==> config.mk <==
export PLATFORM = sky130hd
export DESIGN_NAME = tlic_top
export DESIGN_NICKNAME = d
export VERILOG_FILES = /design/src/design/tlic_top.v
export VERILOG_INCLUDE_DIRS = /design/src /design/src/design
export SDC_FILE = /design/constraint.sdc
export NUM_CORES = 1
export LEC_CHECK = 0
export ABC_AREA = 1
export BUFFER_PORTS_ARGS = -buffer_cell sky130_fd_sc_hd__buf_4
export CAP_MARGIN = 30
export CORE_MARGIN = 10
export CORE_UTILIZATION = 45
export CTS_CLUSTER_DIAMETER = 40
export DETAILED_ROUTE_END_ITERATION = 12
export GPL_TIMING_DRIVEN = 0
export HOLD_SLACK_MARGIN = 0.05
export PLACE_DENSITY = 0.75
export SLEW_MARGIN = 15
export SYNTH_ARGS = -nofsm -noshare
export SYNTH_HDL_FRONTEND = slang
export SYNTH_SLANG_ARGS = --single-unit
==> constraint.sdc <==
create_clock -name clk_sys -period 1.7 [get_ports clk_sys]
set_clock_uncertainty 0.15 [all_clocks]
set_input_delay 0.17 -clock clk_sys [delete_from_list [all_inputs] [get_ports clk_sys]]
set_output_delay 0.17 -clock clk_sys [all_outputs]
set_load 0.01 [all_outputs]
==> src/design/tlic_map.vh <==
`ifndef TLIC_MAP_VH
`define TLIC_MAP_VH

// Special-function register addresses.
`define TLIC_SFR_IE 8'ha8
`define TLIC_SFR_IRQ_ENABLE_PRIORITY_SECONDARY 8'ha9
`define TLIC_SFR_IP 8'hb8

// Reset values of the three registers.
`define TLIC_IE_RST 8'h00
`define TLIC_IRQ_ENABLE_PRIORITY_SECONDARY_RST 8'ha0
`define TLIC_IP_RST 8'h00

// Main enable and main priority field positions (shared layout).
`define TLIC_BIT_GLOBAL 7
`define TLIC_BIT_ADC 6
`define TLIC_BIT_T2 5
`define TLIC_BIT_UART 4
`define TLIC_BIT_T1 3
`define TLIC_BIT_EXT1 2
`define TLIC_BIT_T0 1
`define TLIC_BIT_EXT0 0

// Main priority register: the top bit is reserved and reads as zero.
`define TLIC_IP_MASK 8'h7f

// Secondary enable and priority field positions.
`define TLIC_BIT_TIC_PRIO 6
`define TLIC_BIT_PSM_PRIO 5
`define TLIC_BIT_SPI_PRIO 4
`define TLIC_BIT_TIC_EN 2
`define TLIC_BIT_PSM_EN 1
`define TLIC_BIT_SPI_EN 0

// Source index, in polling order within one level (0 is polled first).
`define TLIC_NUM_SRC 11
`define TLIC_SRC_PSM 4'd0
`define TLIC_SRC_WDOG 4'd1
`define TLIC_SRC_EXT0 4'd2
`define TLIC_SRC_ADC 4'd3
`define TLIC_SRC_T0 4'd4
`define TLIC_SRC_EXT1 4'd5
`define TLIC_SRC_T1 4'd6
`define TLIC_SRC_SPI 4'd7
`define TLIC_SRC_UART 4'd8
`define TLIC_SRC_T2 4'd9
`define TLIC_SRC_TIC 4'd10

// Fixed vector addresses.
`define TLIC_VEC_EXT0 16'h0003
`define TLIC_VEC_T0 16'h000b
`define TLIC_VEC_EXT1 16'h0013
`define TLIC_VEC_T1 16'h001b
`define TLIC_VEC_UART 16'h0023
`define TLIC_VEC_T2 16'h002b
`define TLIC_VEC_ADC 16'h0033
`define TLIC_VEC_SPI 16'h003b
`define TLIC_VEC_PSM 16'h0043
`define TLIC_VEC_TIC 16'h0053
`define TLIC_VEC_WDOG 16'h005b

`endif

==> src/design/tlic_top.v <==
`include "tlic_map.vh"
`default_nettype none

module tlic_top (
    // Clock and reset
    input wire clk_sys,
    input wire rst_n,
    // Special-function register port
    input wire [7:0] sfr_addr,
    input wire sfr_wr,
    input wire sfr_rd,
    input wire [7:0] sfr_wdata,
    output reg [7:0] sfr_rdata,
    output reg sfr_hit,
    // Request flags from the peripherals
    input wire supply_monitor_flag,
    input wire watchdog_irq_flag,
    input wire ext_input0_flag,
    input wire adc_irq_flag,
    input wire timer0_overflow_flag,
    input wire ext_input1_flag,
    input wire timer1_overflow_flag,
    input wire serial_port_flag,
    input wire uart_rx_flag,
    input wire uart_tx_flag,
    input wire timer2_overflow_flag,
    input wire timer2_external_flag,
    input wire tic_irq_flag,
    // Processor core side
    input wire core_boundary,
    input wire [15:0] core_pc,
    input wire core_reti,
    output wire irq_pending,
    output reg stack_push,
    output reg [15:0] stack_data,
    output reg pc_load,
    output reg [15:0] pc_load_value,
    output reg [10:0] irq_ack_src,
    output reg service_high,
    output reg service_low
);

    // Sequencer states.
    localparam ST_IDLE = 1'b0;
    localparam ST_LOAD = 1'b1;

    // Registers.
    reg [7:0] irq_enable_reg;
    reg [7:0] irq_enable_next;
    reg [7:0] secondary_enable_priority_reg;
    reg [7:0] secondary_enable_priority_next;
    reg [7:0] irq_priority_reg;
    reg [7:0] irq_priority_next;
    reg state_reg;
    reg state_next;
    reg [3:0] src_reg;

    // Named fields of the registers.
    wire global_irq_enable;
    wire adc_irq_enable;
    wire timer2_irq_enable;
    wire uart_irq_enable;
    wire timer1_irq_enable;
    wire ext1_irq_enable;
    wire timer0_irq_enable;
    wire ext0_irq_enable;
    wire adc_prio;
    wire timer2_prio;
    wire uart_prio;
    wire timer1_prio;
    wire ext1_prio;
    wire timer0_prio;
    wire ext0_prio;
    wire tic_irq_prio;
    wire supply_monitor_prio;
    wire spi_i2c_prio;
    wire tic_irq_enable;
    wire supply_monitor_irq_enable;
    wire spi_i2c_irq_enable;

    // Per-source vectors, indexed in polling order.
    wire [10:0] src_request;
    wire [10:0] src_enable;
    wire [10:0] src_high;
    wire [10:0] cand_high;
    wire [10:0] cand_low;
    wire [4:0] pick_high;
    wire [4:0] pick_low;
    wire take_high;
    wire take_low;
    wire [3:0] pick_idx;
    wire accept;

    // Returns {found, index} of the first set bit in polling order.
    function [4:0] poll_pick;
        input [10:0] cand;
        integer i;
        begin
            poll_pick = 5'h00;
            for (i = `TLIC_NUM_SRC - 1; i >= 0; i = i - 1) begin
                if (cand[i]) begin
                    poll_pick = {1'b1, i[3:0]};
                end
            end
        end
    endfunction

    // Maps a source index to its fixed vector address.
    function [15:0] vector_of;
        input [3:0] idx;
        begin
            case (idx)
                `TLIC_SRC_PSM: vector_of = `TLIC_VEC_PSM;
                `TLIC_SRC_WDOG: vector_of = `TLIC_VEC_WDOG;
                `TLIC_SRC_EXT0: vector_of = `TLIC_VEC_EXT0;
                `TLIC_SRC_ADC: vector_of = `TLIC_VEC_ADC;
                `TLIC_SRC_T0: vector_of = `TLIC_VEC_T0;
                `TLIC_SRC_EXT1: vector_of = `TLIC_VEC_EXT1;
                `TLIC_SRC_T1: vector_of = `TLIC_VEC_T1;
                `TLIC_SRC_SPI: vector_of = `TLIC_VEC_SPI;
                `TLIC_SRC_UART: vector_of = `TLIC_VEC_UART;
                `TLIC_SRC_T2: vector_of = `TLIC_VEC_T2;
                `TLIC_SRC_TIC: vector_of = `TLIC_VEC_TIC;
                default: vector_of = `TLIC_VEC_EXT0;
            endcase
        end
    endfunction

    // Field extraction from the main enable register.
    assign global_irq_enable = irq_enable_reg[`TLIC_BIT_GLOBAL];
    assign adc_irq_enable = irq_enable_reg[`TLIC_BIT_ADC];
    assign timer2_irq_enable = irq_enable_reg[`TLIC_BIT_T2];
    assign uart_irq_enable = irq_enable_reg[`TLIC_BIT_UART];
    assign timer1_irq_enable = irq_enable_reg[`TLIC_BIT_T1];
    assign ext1_irq_enable = irq_enable_reg[`TLIC_BIT_EXT1];
    assign timer0_irq_enable = irq_enable_reg[`TLIC_BIT_T0];
    assign ext0_irq_enable = irq_enable_reg[`TLIC_BIT_EXT0];

    // Field extraction from the main priority register.
    assign adc_prio = irq_priority_reg[`TLIC_BIT_ADC];
    assign timer2_prio = irq_priority_reg[`TLIC_BIT_T2];
    assign uart_prio = irq_priority_reg[`TLIC_BIT_UART];
    assign timer1_prio = irq_priority_reg[`TLIC_BIT_T1];
    assign ext1_prio = irq_priority_reg[`TLIC_BIT_EXT1];
    assign timer0_prio = irq_priority_reg[`TLIC_BIT_T0];
    assign ext0_prio = irq_priority_reg[`TLIC_BIT_EXT0];

    // Field extraction from the secondary register.
    assign tic_irq_prio = secondary_enable_priority_reg[`TLIC_BIT_TIC_PRIO];
    assign supply_monitor_prio = secondary_enable_priority_reg[`TLIC_BIT_PSM_PRIO];
    assign spi_i2c_prio = secondary_enable_priority_reg[`TLIC_BIT_SPI_PRIO];
    assign tic_irq_enable = secondary_enable_priority_reg[`TLIC_BIT_TIC_EN];
    assign supply_monitor_irq_enable = secondary_enable_priority_reg[`TLIC_BIT_PSM_EN];
    assign spi_i2c_irq_enable = secondary_enable_priority_reg[`TLIC_BIT_SPI_EN];

    // Requests gathered in polling order; watchdog ranks before external input zero.
    assign src_request = {tic_irq_flag,
                          timer2_overflow_flag | timer2_external_flag,
                          uart_rx_flag | uart_tx_flag,
                          serial_port_flag,
                          timer1_overflow_flag,
                          ext_input1_flag,
                          timer0_overflow_flag,
                          adc_irq_flag,
                          ext_input0_flag,
                          watchdog_irq_flag,
                          supply_monitor_flag};

    // Individual enables; the watchdog has no enable bit and is always on.
    assign src_enable = {tic_irq_enable, timer2_irq_enable, uart_irq_enable,
                         spi_i2c_irq_enable, timer1_irq_enable, ext1_irq_enable,
                         timer0_irq_enable, adc_irq_enable, ext0_irq_enable,
                         1'b1, supply_monitor_irq_enable};

    // Level selection; the watchdog always sits at the high level.
    assign src_high = {tic_irq_prio, timer2_prio, uart_prio, spi_i2c_prio,
                       timer1_prio, ext1_prio, timer0_prio, adc_prio, ext0_prio,
                       1'b1, supply_monitor_prio};

    // Candidates per level; a running high routine blocks everything,
    // a running low routine blocks only low requests.
    assign cand_high = (global_irq_enable && !service_high) ?
                       (src_request & src_enable & src_high) : 11'h000;
    assign cand_low = (global_irq_enable && !service_high && !service_low) ?
                      (src_request & src_enable & ~src_high) : 11'h000;

    // Polling within each level, then high level over low level.
    assign pick_high = poll_pick(cand_high);
    assign pick_low = poll_pick(cand_low);
    assign take_high = pick_high[4];
    assign take_low = !take_high && pick_low[4];
    assign pick_idx = take_high ? pick_high[3:0] : pick_low[3:0];

    // Request to the core and acceptance at an instruction boundary.
    assign irq_pending = (state_reg == ST_IDLE) && (take_high || take_low);
    assign accept = irq_pending && core_boundary;

    // Register write decode; unmapped addresses leave all registers alone.
    always @* begin
        irq_enable_next = irq_enable_reg;
        secondary_enable_priority_next = secondary_enable_priority_reg;
        irq_priority_next = irq_priority_reg;
        if (sfr_wr) begin
            case (sfr_addr)
                `TLIC_SFR_IE: irq_enable_next = sfr_wdata;
                `TLIC_SFR_IRQ_ENABLE_PRIORITY_SECONDARY: secondary_enable_priority_next = sfr_wdata;
                `TLIC_SFR_IP: irq_priority_next = sfr_wdata & `TLIC_IP_MASK;
                default: irq_enable_next = irq_enable_reg;
            endcase
        end
    end

    // Register storage.
    always @(posedge clk_sys) begin
        if (!rst_n) begin
            irq_enable_reg <= `TLIC_IE_RST;
            secondary_enable_priority_reg <= `TLIC_IRQ_ENABLE_PRIORITY_SECONDARY_RST;
            irq_priority_reg <= `TLIC_IP_RST;
        end else begin
            irq_enable_reg <= irq_enable_next;
            secondary_enable_priority_reg <= secondary_enable_priority_next;
            irq_priority_reg <= irq_priority_next;
        end
    end

    // Read data is registered one cycle after the read strobe.
    always @(posedge clk_sys) begin
        if (!rst_n) begin
            sfr_rdata <= 8'h00;
            sfr_hit <= 1'b0;
        end else if (sfr_rd) begin
            case (sfr_addr)
                `TLIC_SFR_IE: begin
                    sfr_rdata <= irq_enable_reg;
                    sfr_hit <= 1'b1;
                end
                `TLIC_SFR_IRQ_ENABLE_PRIORITY_SECONDARY: begin
                    sfr_rdata <= secondary_enable_priority_reg;
                    sfr_hit <= 1'b1;
                end
                `TLIC_SFR_IP: begin
                    sfr_rdata <= irq_priority_reg;
                    sfr_hit <= 1'b1;
                end
                default: begin
                    sfr_rdata <= 8'h00;
                    sfr_hit <= 1'b0;
                end
            endcase
        end
    end

    // Two-step sequencer: push the return address, then load the vector.
    always @* begin
        case (state_reg)
            ST_IDLE: state_next = accept ? ST_LOAD : ST_IDLE;
            ST_LOAD: state_next = ST_IDLE;
            default: state_next = ST_IDLE;
        endcase
    end

    // Core-facing outputs; the vector follows the push by one cycle.
    always @(posedge clk_sys) begin
        if (!rst_n) begin
            state_reg <= ST_IDLE;
            src_reg <= 4'h0;
            stack_push <= 1'b0;
            stack_data <= 16'h0000;
            pc_load <= 1'b0;
            pc_load_value <= 16'h0000;
            irq_ack_src <= 11'h000;
        end else begin
            state_reg <= state_next;
            stack_push <= accept;
            pc_load <= (state_reg == ST_LOAD);
            irq_ack_src <= 11'h000;
            if (accept) begin
                src_reg <= pick_idx;
                stack_data <= core_pc;
                irq_ack_src <= 11'h001 << pick_idx;
            end
            if (state_reg == ST_LOAD) begin
                pc_load_value <= vector_of(src_reg);
            end
        end
    end

    // In-service levels: a return ends the highest level in service; an
    // acceptance in the same cycle is applied after it, so the set wins.
    always @(posedge clk_sys) begin
        if (!rst_n) begin
            service_high <= 1'b0;
            service_low <= 1'b0;
        end else begin
            if (core_reti) begin
                if (service_high) begin
                    service_high <= 1'b0;
                end else begin
                    service_low <= 1'b0;
                end
            end
            if (accept && take_high) begin
                service_high <= 1'b1;
            end
            if (accept && take_low) begin
                service_low <= 1'b1;
            end
        end
    end

endmodule // tlic_top

`default_nettype wire

==> metrics.txt, run 1 <==
ys async rst share 0%; CTS buffer count 9; crit-path max FO 5; hold_ws 66.2 ps; wire per inst 16.4 um; Layout Utilization 74.6%; initial DRC count 263; Syn Inst Count 474; Comb power frac 7.2%; Slew Limit Fails 0; Initial Util 45.8%; Worst Path Required 1810 ps; Final Non-Filler Cells 749; first-pass GRT wire length 19000 um; Clock Tree Buf Depth 2; worst skew pair latency 350 ps; largest net degree at the start of global routing 14; chip height 105 um; biggest regs stack_data (16), irq_ack_src (11); syn_area_per_cell 6.94 um^2; Fmax 459 MHz; post-synth top area share 44.4%; # rows 31; Ys Warns 0; Psw 808 uW; clk sink count 73; vias 3871; Clock power frac 45.1%; CTS HTree Levels 3; die area 11100 um^2; clock-pin transition on the worst setup and hold timing paths 80 ps; initial antenna violation count 0; VDD IR max 533 uV; Max Cap Viol 0; status finished with violations; number of flip-flops in the largest register 16; Post-synth top cells 122 x nand2_1, 73 x dfxtp_1, 58 x inv_1; Synth area leader dfxtp_1; register share of total power 47.7%; CORE AREA 7180 um^2; Lkg Pwr 0.00237 uW; # DRC 0; most common cell in the synthesized netlist nand2_1; CTS tree done; most flop-heavy register stack_data; worst hold path class input pin to register; final setup margin -479 ps; first drt pass iteration count 5; WS Path Type register to register; WP data arrival 2280 ps; failing checks setup timing; antenna viol nets, final 0; register area share after synthesis 44.4%; dpl hpwl 7790 um; clock root buffer clkbuf_8; #FFs+latches synth 73; number of synthesized flops with an enable pin 0; Layout area overhead 62.8%; Netlist Area Pre-Place 3290 um^2; Tightest Pin Transition 663 ps; ant diodes 0; layout cell share with drive strength beyond 1 39.7%; Final setup viols 36; number of global-route vias before repair 3965; Die X 105 um; Top FF cell, synth dfxtp_1; Post-Route WL 12300 um; GRT overflow 0; vias per cell 5.17; power per cell area 669 nW/um^2; Int Power 2770 uW; Ports 108; crit path launch type register; number of library cell types mapped by synthesis 30; RePlAce Congestion 0.880; Post-Place Cells 678; Worst setup EP type register; nets 696; final worst path period share 128%; switch share 22.6%; final hold vios 0; Total GRT Usage 20.6%; number of port buffers 96; fill count 513; ranking of synthesized cells by area dfxtp_1 44%, nand2_1 14%, a21oi_1 8.2%; unrepaired setup endpoints after global routing true; Tmin final 2180 ps; Rel. slew slack 55.8%
-- per-layer routing --
metal	track usage, %	vias to the layer above	share of wire (%)
li1	-	1855	-
met1	22.7	1775	39
met2	35.3	180	50
met3	5.05	61	6.4
met4	12.5	0	5.1
met5	0	-	0
-- timing repair --
action | in CTS | in global routing
hold buffers | 26 | 0
gates cloned | 3 | 0
gates resized for setup | 79 | 44
setup buffers | 21 | 9
endpoints found under the setup margin | 42 | 43
hold endpoints to repair | 43 | 0
pin swaps | 28 | 24
-- worst paths after layout --
path                     startpoint               end  slack (ps)  cells after the start
setup / recovery  irq_enable_reg[7]        src_reg[0]        -480                     15
hold / removal        core_boundary        stack_push          70                      3
hold reg to reg    pc_load_value[0]  pc_load_value[0]         310                      2
setup reg to reg  irq_enable_reg[7]        src_reg[0]        -480                     15
-- power by group through the flow --
stage                     sequential, uW  combinational [uW]  clock, uW
after floorplan                     1750                71.3          0
after detailed placement            1750                 186          0
after global placement              1750                 183          0
after CTS                           1710                 242       1610
final                               1710                 258       1620
after global routing                1710                 278       1690
-- cell usage in the layout, fill, tap and decap left out, drive strengths merged, types with 3 or more instances in the layout --
cell type,instances
nor3,5
o22ai,5
inv,63
dlygate4sd3,26
clkbuf,20
buf,139
nor2,46
conb,10
clkinv,4
nand4,3
nand2,125
nand3,26
dfxtp,73
a21oi,54
o221ai,3
o21ai,36
-- kinds of logic (layout without fill, tap and decap cells) --
| logic type | after synthesis | count (layout) | synth area share [%] |
|---|---|---|---|
| DFF | 73 | 73 | 44.4 |
| buffers and inverters | 88 | 254 | 11.8 |
| and+or+nand+nor | 209 | 210 | 26.9 |
| AOI/OAI and AO/OA | 103 | 103 | 16.7 |
| other | 1 | 10 | 0.114 |
-- area by class of cell --
type	instances	area, um^2	area share [%]
Sequential cell	73	1470	27.5
Inverter	64	255	4.77
Tap cell	99	124	2.31
Clock inverter	5	86.3	1.61
Buffer	23	149	2.78
Timing Repair Buffer	151	1240	23.1
Clock buffer	11	153	2.85
Multi-Input combinational cell	323	1880	35.1
-- worst max-delay path, stage by stage, from the launching register on --
cell and delay, ps:
dfxtp_4 400, inv_6 50, nor2_4 220, nand3_2 160, nand2_2 110, nor2_4 60, nand3_4 90, inv_2 50
nand2_2 100, buf_6 110, nand3_4 100, inv_6 130, buf_6 140, nand3_2 70, nand2_1 70, inv_1 50
-- per-stage QoR --
step / setup slack [ps] / total power [uW] / setup TNS [ps] / area [um^2]
finish: -479 / 3580 / -14190 / 5350
CTS: -398 / 3560 / -10610 / 5160
global route: -539 / 3670 / -17000 / 5350
detailed placement: -556 / 1940 / -18840 / 4210
floorplan: -110 / 1820 / -1440 / 3360
global placement: -515 / 1930 / -17320 / 4210
No activity file was read; power rests on OpenSTA's default activity.
==> run 2, diff against run 1 <==
- clock period: 1.7 -> 1.8 ns (I/O delays scaled with it)
==> run 2 against run 1 <==
  * The run still ends with setup timing left
  * First-iteration DRC count rose by 36%
  * Global-route usage fell by 1.4 points
  * Cell count rose by 0.93%
  * Register-to-register slack improved by 130 ps
  * Clock power fell by 9%
  * Critical path type is now register to output port
==> metrics.txt, run 2 (synthesis gave the netlist of run 1 again) <==
worst hold path class input pin to register (unchanged); number of global-route vias before repair 3774 (was 3965); most common cell after layout, fill and taps aside buf_4 (unchanged); # rows 31 (unchanged); chip height 105 um (unchanged); Lkg Pwr 0.00231 uW (was 0.00237 uW); Tmin final 2160 ps; CTS HTree Levels 3 (unchanged); Fin Setup TNS -10320 ps (was -14190 ps); die area 11100 um^2 (unchanged); number of flip-flops in the largest register 16 (unchanged); # DRC 0 (unchanged); final hold vios 0 (unchanged); wire per inst 15.8 um (was 16.4 um); most frequent cells in the layout 137 x buf_4, 108 x nand2_1, 70 x dfxtp_1 (was 128 x buf_4, 90 x nand2_1, 70 x dfxtp_1); WP data arrival 1830 ps (was 2280 ps); Initial Util 45.8% (unchanged); antenna viol nets, final 0 (unchanged); Slew Limit Fails 0 (unchanged); Total GRT Usage 19.2% (was 20.6%); Max Cap Viol 0 (unchanged); biggest regs stack_data (16), irq_ack_src (11) (unchanged); clk sink count 73 (unchanged); Layout area overhead 59.2% (was 62.8%); first drt pass iteration count 5 (unchanged); ant diodes 0 (unchanged); power per cell area 634 nW/um^2 (was 669 nW/um^2); largest net degree at the start of global routing 15 (was 14); Worst Path Required 1470 ps (was 1810 ps); initial antenna violation count 0 (unchanged); Post-Route WL 11900 um (was 12300 um); vias per cell 5.19 (was 5.17); RePlAce Congestion 0.906 (was 0.880); initial DRC count 358 (was 263); WS Path Type register to output port (was register to register); unrepaired setup endpoints after global routing true (unchanged); Fmax 463 MHz; hold_ws 91.8 ps (was 66.2 ps); most flop-heavy register stack_data (unchanged); Die X 105 um (unchanged); crit path launch type register (unchanged); final worst path period share 120%; Clock Tree Buf Depth 2 (unchanged); status finished with violations (unchanged); CTS tree done (unchanged); worst skew pair latency 360 ps (was 350 ps); CORE AREA 7180 um^2 (unchanged); nets 703 (was 696); crit-path max FO 7 (was 5); final setup margin -362 ps (was -479 ps); failing checks setup timing (unchanged); dpl hpwl 7470 um (was 7790 um); Rel. slew slack 64.6% (was 55.8%); Tightest Pin Transition 531 ps (was 663 ps); clock-pin transition on the worst setup and hold timing paths 90 ps (was 80 ps); VDD IR max 382 uV (was 533 uV); Ports 108 (unchanged); CTS buffer count 9 (unchanged); GRT overflow 0 (unchanged); number of port buffers 96 (unchanged); layout cell share with drive strength beyond 1 34.4% (was 39.7%); first-pass GRT wire length 17800 um (was 19000 um); Final setup viols 36 (unchanged); clock root buffer clkbuf_8 (unchanged); vias 3925 (was 3871); Worst setup EP type output port (was register)
==> run 2: cell types whose count changed in the layout (fill, tap and decap cells not counted), moves of 6 or more <==
cell	before	now
nand2_2	23	11
buf_4	128	137
nand2_1	90	108
a21oi_2	14	3
nand2_4	12	6
a21oi_1	38	49
==> run 2: metrics by stage <==
stage / setup slack [ps] / area [um^2] / cells / total power [uW] / utilization (%)
3_5_place_dp: -439 / 4190 / 678 / 1830 / 58.4
4_1_cts: -297 / 4960 / 740 / 3300 / 69.1
3_3_place_gp: -424 / 4190 / 678 / 1830 / 58.4
5_1_grt: -446 / 5240 / 756 / 3440 / 73.0
6_report: -362 / 5240 / 756 / 3320 / 73.0
2_1_floorplan: -29.3 / 3340 / 483 / 1720 / -
==> run 2: final timing paths <==
check / start / end / slack [ps] / cells past startpoint
setup / recovery: service_high / irq_pending / -360 / 10
hold / removal: sfr_wr / secondary_enable_priority_reg[5] / 90 / 4
hold reg to reg: secondary_enable_priority_reg[3] / secondary_enable_priority_reg[3] / 310 / 2
setup reg to reg: service_high / src_reg[0] / -350 / 14
==> run 2: area by class of cell <==
cell class | count | area, um^2
fillers | 521 | 1940
multi-input cells | 323 | 1720
flip-flops and latches | 73 | 1470
repair buffers | 157 | 1280
inverters | 64 | 258
plain buffers | 24 | 156
clock buffers | 9 | 124
well taps | 99 | 124
clock inverters | 7 | 101
==> run 2: report_power, final <==
group          switching (uW)  internal [uW]  total, uW
combinational             102            135        237
sequential               1.04           1610       1610
clock                     677            794       1470
==> run 2: layer usage <==
| layer | track usage [%] | vias up | share of wire [%] |
|---|---|---|---|
| met2 | 33.0 | 227 | 50 |
| li1 | - | 1864 | - |
| met1 | 21.8 | 1779 | 38 |
| met5 | 0 | - | 0 |
| met4 | 7.84 | 0 | 4.1 |
| met3 | 5.72 | 55 | 8.4 |
==> run 2: worst max-delay path: stages (launching register included) <==
cell	delay, ps
dfxtp_4	380
inv_4	80
nand2_4	70
nor2_4	180
nand3_1	180
nand3_1	210
nor2_4	80
nand2_4	80
nand2_2	50
inv_2	60
buf_6	90
==> run 2: timing repair <==
item | CTS | global route
endpoints found under the setup margin | 40 | 53
buffers inserted | 19 | 15
pin swaps | 15 | 10
gates cloned | 2 | 1
gates resized for setup | 37 | 41
hold buffers | 26 | 1
endpoints found under the hold margin | 44 | 2
